==> config.mk <==
export PLATFORM = sky130hd
export DESIGN_NAME = rxeim_regs
export DESIGN_NICKNAME = d
export VERILOG_FILES = /design/src/verilog/rxeim_pkg.sv /design/src/verilog/rxeim_regs.sv
export SDC_FILE = /design/constraint.sdc
export NUM_CORES = 1
export LEC_CHECK = 0
export ABC_AREA = 1
export BUFFER_PORTS_ARGS = -buffer_cell sky130_fd_sc_hd__clkbuf_2
export CAP_MARGIN = 20
export CORE_ASPECT_RATIO = 2
export CORE_MARGIN = 10
export CORE_UTILIZATION = 42
export CTS_BUF_LIST = sky130_fd_sc_hd__clkbuf_8
export CTS_CLUSTER_DIAMETER = 150
export DETAILED_ROUTE_END_ITERATION = 6
export MAX_ROUTING_LAYER = met4
export PLACE_DENSITY = 0.78
export SLEW_MARGIN = 20
export SYNTH_ARGS = -nofsm -noshare
export SYNTH_HDL_FRONTEND = slang
export SYNTH_SLANG_ARGS = --single-unit
==> constraint.sdc <==
create_clock -name aclk -period 1.3 [get_ports aclk]
set_input_delay 0.13 -clock aclk [delete_from_list [all_inputs] [get_ports aclk]]
set_output_delay 0.13 -clock aclk [all_outputs]
set_load 0.05 [all_outputs]
==> src/verilog/rxeim_pkg.sv <==
// package for the receive energy and interrupt mask register bank
package rxeim_pkg;
    localparam int           ADDR_W          = 16;
    localparam logic [15:0]  OFF_WINDOW_EN   = 16'h2274;
    localparam logic [15:0]  OFF_PACKET_EN   = 16'h2275;
    localparam logic [15:0]  OFF_IRQ_MASK    = 16'h2277;
    // printed offsets are not all word aligned: byte address is index times four
    localparam logic [17:0]  ADDR_WINDOW_EN  = {OFF_WINDOW_EN, 2'b00};
    localparam logic [17:0]  ADDR_PACKET_EN  = {OFF_PACKET_EN, 2'b00};
    localparam logic [17:0]  ADDR_IRQ_MASK   = {OFF_IRQ_MASK, 2'b00};
    localparam int           BUS_ADDR_W      = 18;
    localparam int           BIT_RX_DONE_EN  = 3;
    localparam int           BIT_RX_BEGIN_EN = 2;
    localparam logic [7:0]   MASK_RESET      = 8'hf0;
    localparam logic [7:0]   MASK_WRITABLE   = 8'h0f;
    localparam logic [7:0]   ENERGY_RESET    = 8'h00;
    localparam logic [1:0]   RESP_OKAY       = 2'b00;
    localparam logic [1:0]   RESP_SLVERR     = 2'b10;
endpackage

==> src/verilog/rxeim_regs.sv <==
// register bank: window and packet energy readback and modem interrupt mask
// Functional notes
// - window_energy_level holds the average antenna energy over the selected averaging window.
// - the window energy is a signed two's complement value in units of 1 dBm.
// - packet_energy_level captures the energy of the last packet and holds it until the next packet or a bus write to it with lane 0.
// - with the receive-done enable bit (bit 3) at 0 the receive-done interrupt is never raised.
// - the receive-done interrupt marks each successfully received packet.
// - with the receive-begin enable bit (bit 2) at 0 the receive-begin interrupt is never raised.
//
// Chosen here: register access over AXI4-Lite.
`timescale 1ns/10ps
`default_nettype none
module rxeim_regs
(
    input  wire logic                             aclk,
    input  wire logic                             aresetn,
    input  wire logic [rxeim_pkg::BUS_ADDR_W-1:0] s_axi_awaddr,
    input  wire logic                             s_axi_awvalid,
    output logic                                  s_axi_awready,
    input  wire logic [31:0]                      s_axi_wdata,
    input  wire logic [3:0]                       s_axi_wstrb,
    input  wire logic                             s_axi_wvalid,
    output logic                                  s_axi_wready,
    output logic [1:0]                            s_axi_bresp,
    output logic                                  s_axi_bvalid,
    input  wire logic                             s_axi_bready,
    input  wire logic [rxeim_pkg::BUS_ADDR_W-1:0] s_axi_araddr,
    input  wire logic                             s_axi_arvalid,
    output logic                                  s_axi_arready,
    output logic [31:0]                           s_axi_rdata,
    output logic [1:0]                            s_axi_rresp,
    output logic                                  s_axi_rvalid,
    input  wire logic                             s_axi_rready,
    input  wire logic                             window_energy_valid,
    input  wire logic [7:0]                       window_energy_dbm,
    input  wire logic                             rx_begin_event,
    input  wire logic                             rx_done_event,
    input  wire logic [7:0]                       rx_packet_energy_dbm,
    output logic                                  rx_begin_irq,
    output logic                                  rx_done_irq,
    output logic [7:0]                            window_energy_level,
    output logic [7:0]                            packet_energy_level,
    output logic [7:0]                            modem_irq_mask
);
    import rxeim_pkg::*;

    typedef enum logic [1:0] {
        RXEIM_SEL_WINDOW,
        RXEIM_SEL_PACKET,
        RXEIM_SEL_MASK,
        RXEIM_SEL_NONE
    } rxeim_sel_t;

    function automatic rxeim_sel_t rxeim_decode(input logic [BUS_ADDR_W-1:0] a);
        rxeim_sel_t s;
        s = RXEIM_SEL_NONE;
        if (a == ADDR_WINDOW_EN) begin
            s = RXEIM_SEL_WINDOW;
        end else if (a == ADDR_PACKET_EN) begin
            s = RXEIM_SEL_PACKET;
        end else if (a == ADDR_IRQ_MASK) begin
            s = RXEIM_SEL_MASK;
        end
        return s;
    endfunction

    // write channel: address and data latched independently, response after both
    logic                  aw_held;
    logic                  w_held;
    logic [BUS_ADDR_W-1:0] aw_addr;
    logic [7:0]            w_byte;
    logic                  w_lane0;
    logic                  do_write;
    rxeim_sel_t            wsel;

    assign s_axi_awready = !aw_held && !s_axi_bvalid;
    assign s_axi_wready  = !w_held && !s_axi_bvalid;
    assign do_write      = aw_held && w_held && !s_axi_bvalid;
    assign wsel          = rxeim_decode(aw_addr);

    always_ff @(posedge aclk) begin
        if (!aresetn) begin
            aw_held <= 1'b0;
            aw_addr <= '0;
        end else if (s_axi_awvalid && s_axi_awready) begin
            aw_held <= 1'b1;
            aw_addr <= s_axi_awaddr;
        end else if (do_write) begin
            aw_held <= 1'b0;
        end
    end

    always_ff @(posedge aclk) begin
        if (!aresetn) begin
            w_held  <= 1'b0;
            w_byte  <= 8'h00;
            w_lane0 <= 1'b0;
        end else if (s_axi_wvalid && s_axi_wready) begin
            w_held  <= 1'b1;
            w_byte  <= s_axi_wdata[7:0];
            w_lane0 <= s_axi_wstrb[0];
        end else if (do_write) begin
            w_held <= 1'b0;
        end
    end

    always_ff @(posedge aclk) begin
        if (!aresetn) begin
            s_axi_bvalid <= 1'b0;
            s_axi_bresp  <= RESP_OKAY;
        end else if (do_write) begin
            s_axi_bvalid <= 1'b1;
            s_axi_bresp  <= (wsel == RXEIM_SEL_NONE) ? RESP_SLVERR : RESP_OKAY;
        end else if (s_axi_bready) begin
            s_axi_bvalid <= 1'b0;
        end
    end

    // reserved high bits keep their reset ones
    always_ff @(posedge aclk) begin
        if (!aresetn) begin
            modem_irq_mask <= MASK_RESET;
        end else if (do_write && w_lane0 && wsel == RXEIM_SEL_MASK) begin
            modem_irq_mask <= (MASK_RESET & ~MASK_WRITABLE) | (w_byte & MASK_WRITABLE);
        end
    end

    // hardware update wins over a software write in the same cycle
    always_ff @(posedge aclk) begin
        if (!aresetn) begin
            window_energy_level <= ENERGY_RESET;
        end else if (window_energy_valid) begin
            window_energy_level <= window_energy_dbm;
        end else if (do_write && w_lane0 && wsel == RXEIM_SEL_WINDOW) begin
            window_energy_level <= w_byte;
        end
    end

    always_ff @(posedge aclk) begin
        if (!aresetn) begin
            packet_energy_level <= ENERGY_RESET;
        end else if (rx_done_event) begin
            packet_energy_level <= rx_packet_energy_dbm;
        end else if (do_write && w_lane0 && wsel == RXEIM_SEL_PACKET) begin
            packet_energy_level <= w_byte;
        end
    end

    // interrupts are registered copies of their events, one cycle later, gated by the mask
    always_ff @(posedge aclk) begin
        if (!aresetn) begin
            rx_done_irq  <= 1'b0;
            rx_begin_irq <= 1'b0;
        end else begin
            rx_done_irq  <= rx_done_event && modem_irq_mask[BIT_RX_DONE_EN];
            rx_begin_irq <= rx_begin_event && modem_irq_mask[BIT_RX_BEGIN_EN];
        end
    end

    // read channel: one read at a time, answer one cycle after address
    rxeim_sel_t rsel;
    assign rsel          = rxeim_decode(s_axi_araddr);
    assign s_axi_arready = !s_axi_rvalid;

    always_ff @(posedge aclk) begin
        if (!aresetn) begin
            s_axi_rvalid <= 1'b0;
            s_axi_rdata  <= 32'h0000_0000;
            s_axi_rresp  <= RESP_OKAY;
        end else if (s_axi_arvalid && s_axi_arready) begin
            s_axi_rvalid <= 1'b1;
            s_axi_rresp  <= RESP_OKAY;
            case (rsel)
                RXEIM_SEL_WINDOW: s_axi_rdata <= {24'h000000, window_energy_level};
                RXEIM_SEL_PACKET: s_axi_rdata <= {24'h000000, packet_energy_level};
                RXEIM_SEL_MASK:   s_axi_rdata <= {24'h000000, modem_irq_mask};
                default: begin
                    s_axi_rdata <= 32'h0000_0000;
                    s_axi_rresp <= RESP_SLVERR;
                end
            endcase
        end else if (s_axi_rready) begin
            s_axi_rvalid <= 1'b0;
        end
    end

    // assertions
    property p_done_masked;
        @(posedge aclk) disable iff (!aresetn)
        !modem_irq_mask[BIT_RX_DONE_EN] |=> !rx_done_irq;
    endproperty
    a_done_masked: assert property (p_done_masked) else $error("rx done irq while masked");

    property p_done_fires;
        @(posedge aclk) disable iff (!aresetn)
        rx_done_event && modem_irq_mask[BIT_RX_DONE_EN] |=> rx_done_irq;
    endproperty
    a_done_fires: assert property (p_done_fires) else $error("rx done irq missing");

    property p_begin_masked;
        @(posedge aclk) disable iff (!aresetn)
        !modem_irq_mask[BIT_RX_BEGIN_EN] |=> !rx_begin_irq;
    endproperty
    a_begin_masked: assert property (p_begin_masked) else $error("rx begin irq while masked");

    property p_begin_fires;
        @(posedge aclk) disable iff (!aresetn)
        rx_begin_event && modem_irq_mask[BIT_RX_BEGIN_EN] |=> rx_begin_irq;
    endproperty
    a_begin_fires: assert property (p_begin_fires) else $error("rx begin irq missing");

    property p_pkt_capture;
        @(posedge aclk) disable iff (!aresetn)
        rx_done_event |=> packet_energy_level == $past(rx_packet_energy_dbm);
    endproperty
    a_pkt_capture: assert property (p_pkt_capture) else $error("packet energy not captured");

    property p_pkt_hold;
        @(posedge aclk) disable iff (!aresetn)
        !rx_done_event && !do_write |=> $stable(packet_energy_level);
    endproperty
    a_pkt_hold: assert property (p_pkt_hold) else $error("packet energy changed");

    property p_win_update;
        @(posedge aclk) disable iff (!aresetn)
        window_energy_valid |=> window_energy_level == $past(window_energy_dbm);
    endproperty
    a_win_update: assert property (p_win_update) else $error("window energy not loaded");

    property p_win_signed;
        @(posedge aclk) disable iff (!aresetn)
        window_energy_valid && window_energy_dbm[7] |=> window_energy_level[7];
    endproperty
    a_win_signed: assert property (p_win_signed) else $error("window energy sign lost");

    property p_reserved;
        @(posedge aclk) disable iff (!aresetn)
        modem_irq_mask[7:4] == MASK_RESET[7:4];
    endproperty
    a_reserved: assert property (p_reserved) else $error("reserved mask bits changed");

    property p_rd_answer;
        @(posedge aclk) disable iff (!aresetn)
        s_axi_arvalid && s_axi_arready |=> s_axi_rvalid;
    endproperty
    a_rd_answer: assert property (p_rd_answer) else $error("read not answered");

    // bus answers must stand until taken; the master may stall for any time
    property p_wr_answer;
        @(posedge aclk) disable iff (!aresetn)
        do_write |=> s_axi_bvalid;
    endproperty
    a_wr_answer: assert property (p_wr_answer) else $error("write not answered");

    property p_b_stands;
        @(posedge aclk) disable iff (!aresetn)
        s_axi_bvalid && !s_axi_bready |=> s_axi_bvalid && $stable(s_axi_bresp);
    endproperty
    a_b_stands: assert property (p_b_stands) else $error("write response dropped early");

    property p_r_stands;
        @(posedge aclk) disable iff (!aresetn)
        s_axi_rvalid && !s_axi_rready |=> s_axi_rvalid && $stable(s_axi_rdata);
    endproperty
    a_r_stands: assert property (p_r_stands) else $error("read data dropped early");

    property p_r_upper;
        @(posedge aclk) disable iff (!aresetn)
        s_axi_rvalid |-> s_axi_rdata[31:8] == 24'h000000;
    endproperty
    a_r_upper: assert property (p_r_upper) else $error("read data upper bits set");

    // an interrupt pulse must trace back to its own enabled event
    property p_done_cause;
        @(posedge aclk) disable iff (!aresetn)
        rx_done_irq |-> $past(rx_done_event) && $past(modem_irq_mask[BIT_RX_DONE_EN]);
    endproperty
    a_done_cause: assert property (p_done_cause) else $error("rx done irq without event");

    property p_begin_cause;
        @(posedge aclk) disable iff (!aresetn)
        rx_begin_irq |-> $past(rx_begin_event) && $past(modem_irq_mask[BIT_RX_BEGIN_EN]);
    endproperty
    a_begin_cause: assert property (p_begin_cause) else $error("rx begin irq without event");

    // only byte lane 0 carries the mask; other lanes are ignored
    property p_mask_load;
        @(posedge aclk) disable iff (!aresetn)
        do_write && w_lane0 && wsel == RXEIM_SEL_MASK
        |=> (modem_irq_mask & MASK_WRITABLE) == ($past(w_byte) & MASK_WRITABLE);
    endproperty
    a_mask_load: assert property (p_mask_load) else $error("mask write not applied");

    property p_mask_strobe;
        @(posedge aclk) disable iff (!aresetn)
        do_write && !w_lane0 |=> $stable(modem_irq_mask);
    endproperty
    a_mask_strobe: assert property (p_mask_strobe) else $error("mask changed without lane 0");

    property p_win_write;
        @(posedge aclk) disable iff (!aresetn)
        do_write && w_lane0 && wsel == RXEIM_SEL_WINDOW && !window_energy_valid
        |=> window_energy_level == $past(w_byte);
    endproperty
    a_win_write: assert property (p_win_write) else $error("window energy write lost");

    c_done: cover property (@(posedge aclk) disable iff (!aresetn) rx_done_irq);
    c_begin: cover property (@(posedge aclk) disable iff (!aresetn) rx_begin_irq);
    c_mask_wr: cover property (@(posedge aclk) disable iff (!aresetn)
        do_write && wsel == RXEIM_SEL_MASK);
    c_read: cover property (@(posedge aclk) disable iff (!aresetn) s_axi_rvalid && s_axi_rready);
endmodule
`default_nettype wire

==> impl_metrics.ini, run 1 <==
[logic_synthesis]
synth_simple_gate_area_share = 0.333
synthMuxAreaShare = 0.0250
postSynthAreaPerCell_um2 = 7.02
synthFlopType = dfxtp_1
synthArstFlopShare = 0
ys_ff_latch = 63
synth_top_area_share = 0.394
synth_top_area_cell = dfxtp_1
synth_edf_count = 0
seq_area_frac_synth = 0.394
synth_most_common_cell = nand2_1
synth_cell_types = 28
synth_compound_area_frac = 0.103
syn_inst = 456
yosysWarnings = 0
synth.top_cells.by_area = dfxtp_1, nand2_1, nor2_1, buf_4, a21oi_1
synth_area_um2 = 3200
synth_top_family_by_area = simple AND/OR/NAND/NOR gates
synth-xor-area-share = 0
ys_top_cells_by_count = nand2_1, nor2_1, dfxtp_1
synthAdderAreaFrac = 0

[cts]
numCtsBuffers = 9
htreeDepth = 3
cts_buffer_depth = 2
cts_tree = yes
clock_latency_ps = 330
clk_pin_slew_worst_paths_ps = 70
cts_sinks = 63
cts_root_buffer = clkbuf_8

[layout]
diodes = 0
fin_cells = 685
area_delta_synth_final_pct = 35.3
layout.nets = 684
layout-drive-gt1-share = 0.365
final_util = 0.579

[timing]
hold_violations = 0
layout_min_cycle_time_ps = 1380
max_freq_mhz = 723
hold_ws_ps = 37.6
grt_setup_unrepaired = yes
fin_skew_ps = 11.6
setup_viol = 18
setup_slack_ps = -82.5
tns_ps = -681
period_share = 1.06
maxSlewViolCount = 0

[worst_setup_path]
crit_slowest_cell = dfxtp_2
crit_top_cell = buf_6
cp-start-kind = register
worstPathRequired_ps = 1550
cp.depth = 9
reg2reg_depth = 9
slowest_delay_ps = 320
path_class = register to register
crit_path_end_kind = register
crit_path_cell_trace = inv_2, nand2_2, nor3_4, nand2_4, buf_6, nor2_4, buf_6, nand4_1, a21oi_1
crit_buf_inv = 3
worstPathArrival_ps = 1640
crit_fanout = 4
crit_family = simple AND/OR/NAND/NOR gates

[pwr]
power.leakage_nw = 2.12
ir_worst_vdd_v = 0.00106
powerDensity_nw_per_um2 = 1140

[drt]
finalWirelength_mm = 9.13
drt-pass1-iter-count = 4
initialDrtViolationCount = 191
vias = 3212
avgViaCountPerCell = 4.69
wire_per_inst_um = 13.3
postRouteAntennaNets = 0
drc = 0

[run_status]
failed_checks = negative setup slack
status = finished, violations left

[placement]
dpl.cell_count = 661
port_buffers = 107
dp_hpwl_mm = 7.05
place_congestion = 0.906

[floorplanning]
core_um2 = 7490
io_pins = 165
dieArea_um2 = 11700
rows = 45
die_w_um = 81.7
start_util = 0.428
die_y_um = 143

[global_route]
first_global_vias = 3200
grt_max_degree = 38
grt_usage = 0.155
grt_antenna_before_repair = 0
grt_pass1_wl_mm = 14.4
grt_overflow_total = 0

[flow_run]
max_cap_viol_count = 0

[hold_path]
hold_depth = 4
hold_path.class = primary input to register
==> worst reg2reg max path, stage by stage (launching register included) <==
cell	delay, ps
dfxtp_2	320
inv_2	60
nand2_2	60
nor3_4	150
nand2_4	100
buf_6	130
nor2_4	110
buf_6	110
nand4_1	100
a21oi_1	170
==> final timing paths <==
path / startpoint / end / slack (ps)
max: aw_addr[14] / modem_irq_mask[3] / -80
min: s_axi_bready / s_axi_bvalid / 40
max reg2reg: aw_addr[14] / modem_irq_mask[3] / -80
min reg2reg: s_axi_rdata[0] / s_axi_rdata[0] / 470
==> routing by layer <==
metal,track usage,vias to the layer above,routed length [µm]
met5,-,-,0
met4,0.0523,0,165
met3,0.0507,13,706
met2,0.243,107,4580
met1,0.180,1416,3680
li1,-,1676,-
==> stage by stage <==
| stage | worst slack [ps] | instance area [µm²] | total power [mW] |
|---|---|---|---|
| after floorplan | -32.5 | 3380 | 3.03 |
| after global placement | -57.1 | 3920 | 3.26 |
| after detailed placement | -109 | 3920 | 3.28 |
| after CTS | -84.2 | 4160 | 4.89 |
| after global routing | -167 | 4330 | 5.19 |
| final | -82.5 | 4330 | 4.94 |
==> repair_timing <==
action	in CTS	in global routing
resized for setup	6	49
endpoints found under the setup margin	21	39
pin swaps	10	12
hold buffers	1	0
buffers inserted	1	5
gates cloned	1	0
hold endpoints to repair	1	0
==> kinds of logic (layout without fill, tap and decap cells) <==
family,Yosys count,in the layout
and+or+nand+nor,235,236
buffers and inverters,83,189
AOI/OAI and AO/OA,65,65
DFF,63,63
muxes,8,8
other,2,30
==> state kept, by name, indices dropped and copies added, names as in the netlist <==
| name | count |
|---|---|
| aw_addr | 18 |
| packet_energy_level | 8 |
| s_axi_rdata | 8 |
| w_byte | 8 |
| window_energy_level | 8 |
| modem_irq_mask | 4 |
| aw_held | 1 |
| rx_begin_irq | 1 |
| rx_done_irq | 1 |
| s_axi_bresp | 1 |
| s_axi_bvalid | 1 |
| s_axi_rresp | 1 |
| s_axi_rvalid | 1 |
| w_held | 1 |
| w_lane0 | 1 |
==> where the power goes <==
| group | leakage (nW) | switching (mW) | total [mW] | internal (mW) |
|---|---|---|---|---|
| logic | 1.50 | 0.788 | 1.15 | 0.360 |
| registers | 0.522 | 0.111 | 2.17 | 2.06 |
| clock network | 0.0978 | 0.748 | 1.62 | 0.871 |
==> cell usage in the layout, fill, tap and decap left out, types with 4 or more instances in the layout <==
master	Yosys	final
clkbuf_8	0	9
buf_4	33	23
a21oi_1	35	33
nor2_4	1	8
clkinvlp_4	0	4
nand4_1	17	17
dfxtp_1	63	53
nand2_4	3	7
nand3_1	29	26
clkbuf_2	0	106
dfxtp_2	0	8
nand2_1	102	83
nand2_2	1	16
mux2i_1	8	8
conb_1	2	30
inv_1	31	27
nor2_1	70	66
inv_2	1	6
o21ai_0	28	25
==> final cells by class <==
class                   instances  area, µm²
fillers                       737       3160
multi-input cells             339       1780
flip-flops and latches         63       1280
repair buffers                137        815
inverters                      36        148
clock buffers                   9        124
well taps                      94        118
clock inverters                 7       66.3
(Power assumes the default switching activity.)
==> run 2: changes to the inputs <==
--- a/config.mk
+++ b/config.mk
@@ -15,7 +15,7 @@
 export CTS_CLUSTER_DIAMETER = 150
 export DETAILED_ROUTE_END_ITERATION = 6
 export MAX_ROUTING_LAYER = met4
-export PLACE_DENSITY = 0.78
+export PLACE_DENSITY_LB_ADDON = 0.05
 export SLEW_MARGIN = 20
 export SYNTH_ARGS = -nofsm -noshare
 export SYNTH_HDL_FRONTEND = slang
==> impl_metrics.ini, run 2 (same netlist as run 1, synthesis figures left out) <==
[run_status]
status = finished, violations left
failed_checks = negative setup slack

[global_route]
first_global_vias = 3042
grt_max_degree = 27
grt_usage = 0.162
grt_antenna_before_repair = 0
grt_overflow_total = 0
grt_pass1_wl_mm = 14.5

[placement]
dpl.cell_count = 663
dp_worst_setup_slack_ps = -81.4
place_area_um2 = 3910
port_buffers = 107
place_congestion = 0.816
dp_hpwl_mm = 7.20

[floorplanning]
dieArea_um2 = 11700
die_y_um = 143
rows = 45
io_pins = 165
die_w_um = 81.7
core_um2 = 7490
start_util = 0.428

[pwr]
power.leakage_nw = 2.10
powerDensity_nw_per_um2 = 1110
ir_worst_vdd_v = 0.000656

[layout]
diodes = 0
largest_register = aw_addr
area_delta_synth_final_pct = 33.9
layout-drive-gt1-share = 0.352
largest_reg_flops = 18
layout_commonest_cell = clkbuf_2
layout.nets = 690
nFillCells = 760
final_cell_mix = clkbuf_2, nand2_1, nor2_1
fin_cells = 690
design_area_um2 = 4290

[drt]
drt-pass1-iter-count = 4
initialDrtViolationCount = 158
postRouteAntennaNets = 0
wire_per_inst_um = 13.6
finalWirelength_mm = 9.41
drc = 0
avgViaCountPerCell = 4.64
vias = 3200

[flow_run]
max_cap_viol_count = 0

[cts]
cts_sinks = 63
clk_pin_slew_worst_paths_ps = 70
cts_buffer_depth = 2
numCtsBuffers = 9
clock_latency_ps = 350
cts_root_buffer = clkbuf_8
htreeDepth = 3
cts_tree = yes

[timing]
setup_viol = 21
layout_min_cycle_time_ps = 1390
maxSlewViolCount = 0
fin_skew_ps = 7.83
grt_setup_unrepaired = yes
max_freq_mhz = 722
setup_slack_ps = -86.0
hold_violations = 0
period_share = 1.07

[worst_setup_path]
crit_fanout = 4
worstPathArrival_ps = 1660
crit_path_end_kind = register
worstPathRequired_ps = 1580
path_class = register to register
reg2reg_depth = 8
cp-start-kind = register

[hold_path]
hold_depth = 3
hold_path.class = primary input to register
==> run 2: metal layers <==
metal,share of wire,vias up,global-route usage
met2,0.48,102,0.249
met5,0,-,-
li1,-,1693,-
met3,0.082,9,0.0538
met4,0.015,0,0.0613
met1,0.43,1396,0.190
==> run 2: worst paths after layout <==
check	from	endpoint	slack (ps)
setup / recovery	aw_addr[4]	modem_irq_mask[3]	-90
hold reg to reg	aw_addr[12]	aw_addr[12]	460
setup reg to reg	aw_addr[4]	modem_irq_mask[3]	-90
hold / removal	s_axi_wdata[5]	w_byte[5]	30
==> run 2: repair_timing <==
item / 4_1_cts / 5_1_grt
pin swaps: 5 / 8
gates resized for setup: 20 / 23
setup buffers: 5 / 2
endpoints found under the setup margin: 17 / 42
hold endpoints to repair: 2 / 0
hold buffers: 2 / 0
gates cloned: 2 / 1
==> run 2: area by class of cell <==
type | count | area (µm²) | share of cell area
clock inverter | 5 | 26.3 | 0.00613
tap | 94 | 118 | 0.0274
inverter | 36 | 148 | 0.0344
timing repair buffer | 141 | 821 | 0.191
multi-input combinational | 340 | 1760 | 0.410
timing repair inverter | 1 | 7.51 | 0.00175
sequential | 63 | 1270 | 0.297
clock buffer | 10 | 138 | 0.0321
==> run 2: power breakdown <==
part	switching, mW	internal [mW]	leakage, nW
clock	0.748	0.715	0.0891
combinational	0.786	0.353	1.49
sequential	0.108	2.06	0.521
total	1.64	3.13	2.10
==> run 2: worst max-delay path, cell delays in order, from the launching register on <==
cell and delay, ps:
dfxtp_1 320, inv_1 70, nor3_4 230, buf_4 160, nand3_2 60, nor2_2 160, buf_6 120, nand4_1 70
a21oi_1 140
==> run 2: metrics by stage <==
| stage | total power [mW] | util | TNS, ps | hold slack [ps] |
|---|---|---|---|---|
| after floorplan | 3.03 | - | -133 | 253 |
| after global placement | 3.27 | 0.521 | -918 | 347 |
| after detailed placement | 3.27 | 0.521 | -1160 | 350 |
| after CTS | 4.79 | 0.562 | -714 | 20.6 |
| after global routing | 5.01 | 0.573 | -3000 | 42.8 |
| final | 4.77 | 0.573 | -740 | 30.4 |
==> run 3: changes to the inputs <==
--- a/config.mk
+++ b/config.mk
@@ -8,9 +8,11 @@
 export ABC_AREA = 1
 export BUFFER_PORTS_ARGS = -buffer_cell sky130_fd_sc_hd__clkbuf_2
 export CAP_MARGIN = 20
+export CELL_PAD_IN_SITES_DETAIL_PLACEMENT = 0
+export CELL_PAD_IN_SITES_GLOBAL_PLACEMENT = 1
 export CORE_ASPECT_RATIO = 2
 export CORE_MARGIN = 10
-export CORE_UTILIZATION = 42
+export CORE_UTILIZATION = 28
 export CTS_BUF_LIST = sky130_fd_sc_hd__clkbuf_8
 export CTS_CLUSTER_DIAMETER = 150
 export DETAILED_ROUTE_END_ITERATION = 6
==> impl_metrics.ini, run 3 (same netlist as run 1, synthesis figures left out) <==
[drt]
drc = 0
initialDrtViolationCount = 97
drt-pass1-iter-count = 5
wl_met2_mm = 6.22
vias = 3231
top_layer = met4
met1_length_mm = 3.60
finalWirelength_mm = 10.8
wire_per_inst_um = 14.7
wl_met3_um = 628
postRouteAntennaNets = 0
avgViaCountPerCell = 4.39

[floorplanning]
die_y_um = 171
core_um2 = 11300
dieArea_um2 = 16400
rows = 55
start_util = 0.284
die_w_um = 95.6
io_pins = 165

[cts]
cts_root_buffer = clkbuf_8
cts_sinks = 63
clk_pin_slew_worst_paths_ps = 70
numCtsBuffers = 9
cts_buffer_depth = 2
clock_latency_ps = 350
htreeDepth = 3
cts_tree = yes

[layout]
area_delta_synth_final_pct = 35.8
layout-drive-gt1-share = 0.359
final_util = 0.385
design_area_um2 = 4350
layout_commonest_cell = clkbuf_2
final_cell_mix = clkbuf_2, nand2_1, nor2_1
layout.nets = 687
largest_reg_flops = 18
largest_register = aw_addr
nFillCells = 1290
diodes = 0

[global_route]
first_global_vias = 3294
grt_overflow_total = 0
grt_antenna_before_repair = 0
grt_usage = 0.138
grt_pass1_wl_mm = 16.7
grt_max_degree = 38

[pwr]
fin_total_pwr_mw = 4.79
p_clk_frac = 0.306
seq_power_share = 0.454
swShare = 0.355
powerDensity_nw_per_um2 = 1100
power.leakage_nw = 2.11
switchingPower_mw = 1.70
p_int_mw = 3.09
ir_worst_vdd_v = 0.000543
p_comb_frac = 0.239

[placement]
dp_hpwl_mm = 8.96
dp_worst_setup_slack_ps = -268
place_congestion = 0.914
port_buffers = 107
place_area_um2 = 3990

[timing]
tightestPinTransition_ps = 805
grt_setup_unrepaired = yes
maxSlewViolCount = 0
slew_headroom = 0.460
fin_skew_ps = 9.27
max_freq_mhz = 733
hold_ws_ps = 18.9
setup_slack_ps = -63.7
layout_min_cycle_time_ps = 1360
setup_viol = 19
hold_violations = 0
period_share = 1.05

[run_status]
failed_checks = negative setup slack
status = finished, violations left

[worst_setup_path]
path_class = register to register
crit_path_end_kind = register
crit_fanout = 4
worstPathArrival_ps = 1580
cp-start-kind = register
worstPathRequired_ps = 1520

[hold_path]
hold_path.class = primary input to register

[flow_run]
max_cap_viol_count = 0
run 3: cell count changes in the layout (fill, tap and decap cells not counted), sizes merged:
| cell | before | now |
|---|---|---|
| buf | 35 | 33 |
| nand2 | 107 | 106 |
| clkbuf | 114 | 115 |
| clkinvlp | 4 | 5 |
| dlygate4sd3 | 2 | 1 |
run 3: final timing paths:
check                 startpoint                      to  slack, ps  cells after the start
hold / removal      s_axi_bready            s_axi_bvalid         20                      4
setup reg to reg     aw_addr[14]  packet_energy_level[5]        -60                      9
hold reg to reg   s_axi_rdata[1]          s_axi_rdata[1]        460                      2
setup / recovery     aw_addr[14]  packet_energy_level[5]        -60                      9
run 3: critical path, cell delays in order, from the launching register on:
cell and delay, ps:
dfxtp_2 320, inv_2 50, nand2_2 60, nor3_4 170, nand2_4 100, nor2_4 120
nand3_4 110, buf_4 160, nand3_1 70, a21oi_2 60
run 3: timing repair:
item | CTS | global route
pin swaps | 9 | 3
gates cloned | 1 | 0
endpoints found under the setup margin | 22 | 38
buffers inserted | 2 | 2
endpoints found under the hold margin | 1 | 0
hold buffers | 1 | 0
gates resized for setup | 33 | 13
run 3: cell type report:
cell class	instances	area, µm²	share of cell area
well taps	142	178	0.0409
clock buffers	9	124	0.0285
repair buffers	140	815	0.187
flip-flops and latches	63	1280	0.294
clock inverters	7	41.3	0.00950
inverters	36	148	0.0340
multi-input cells	339	1760	0.406
run 3: power groups by stage:
stage / logic (mW) / clock network, mW / registers (mW)
final: 1.15 / 1.47 / 2.17
after global routing: 1.27 / 1.63 / 2.19
after CTS: 1.14 / 1.53 / 2.18
after detailed placement: 1.11 / 0 / 2.21
after global placement: 1.10 / 0 / 2.21
after floorplan: 0.719 / 0 / 2.31
run 3: stage by stage:
stage / TNS [ps] / cells
3_3_place_gp: -5430 / 714
3_5_place_dp: -5440 / 714
6_report: -484 / 736
4_1_cts: -1130 / 734
2_1_floorplan: -133 / 484
5_1_grt: -2850 / 736
run 3: per-layer routing:
layer / global-route usage / up-vias
met5: - / -
met4: 0.0658 / 0
met3: 0.0375 / 19
met2: 0.261 / 95
met1: 0.120 / 1433
li1: - / 1684
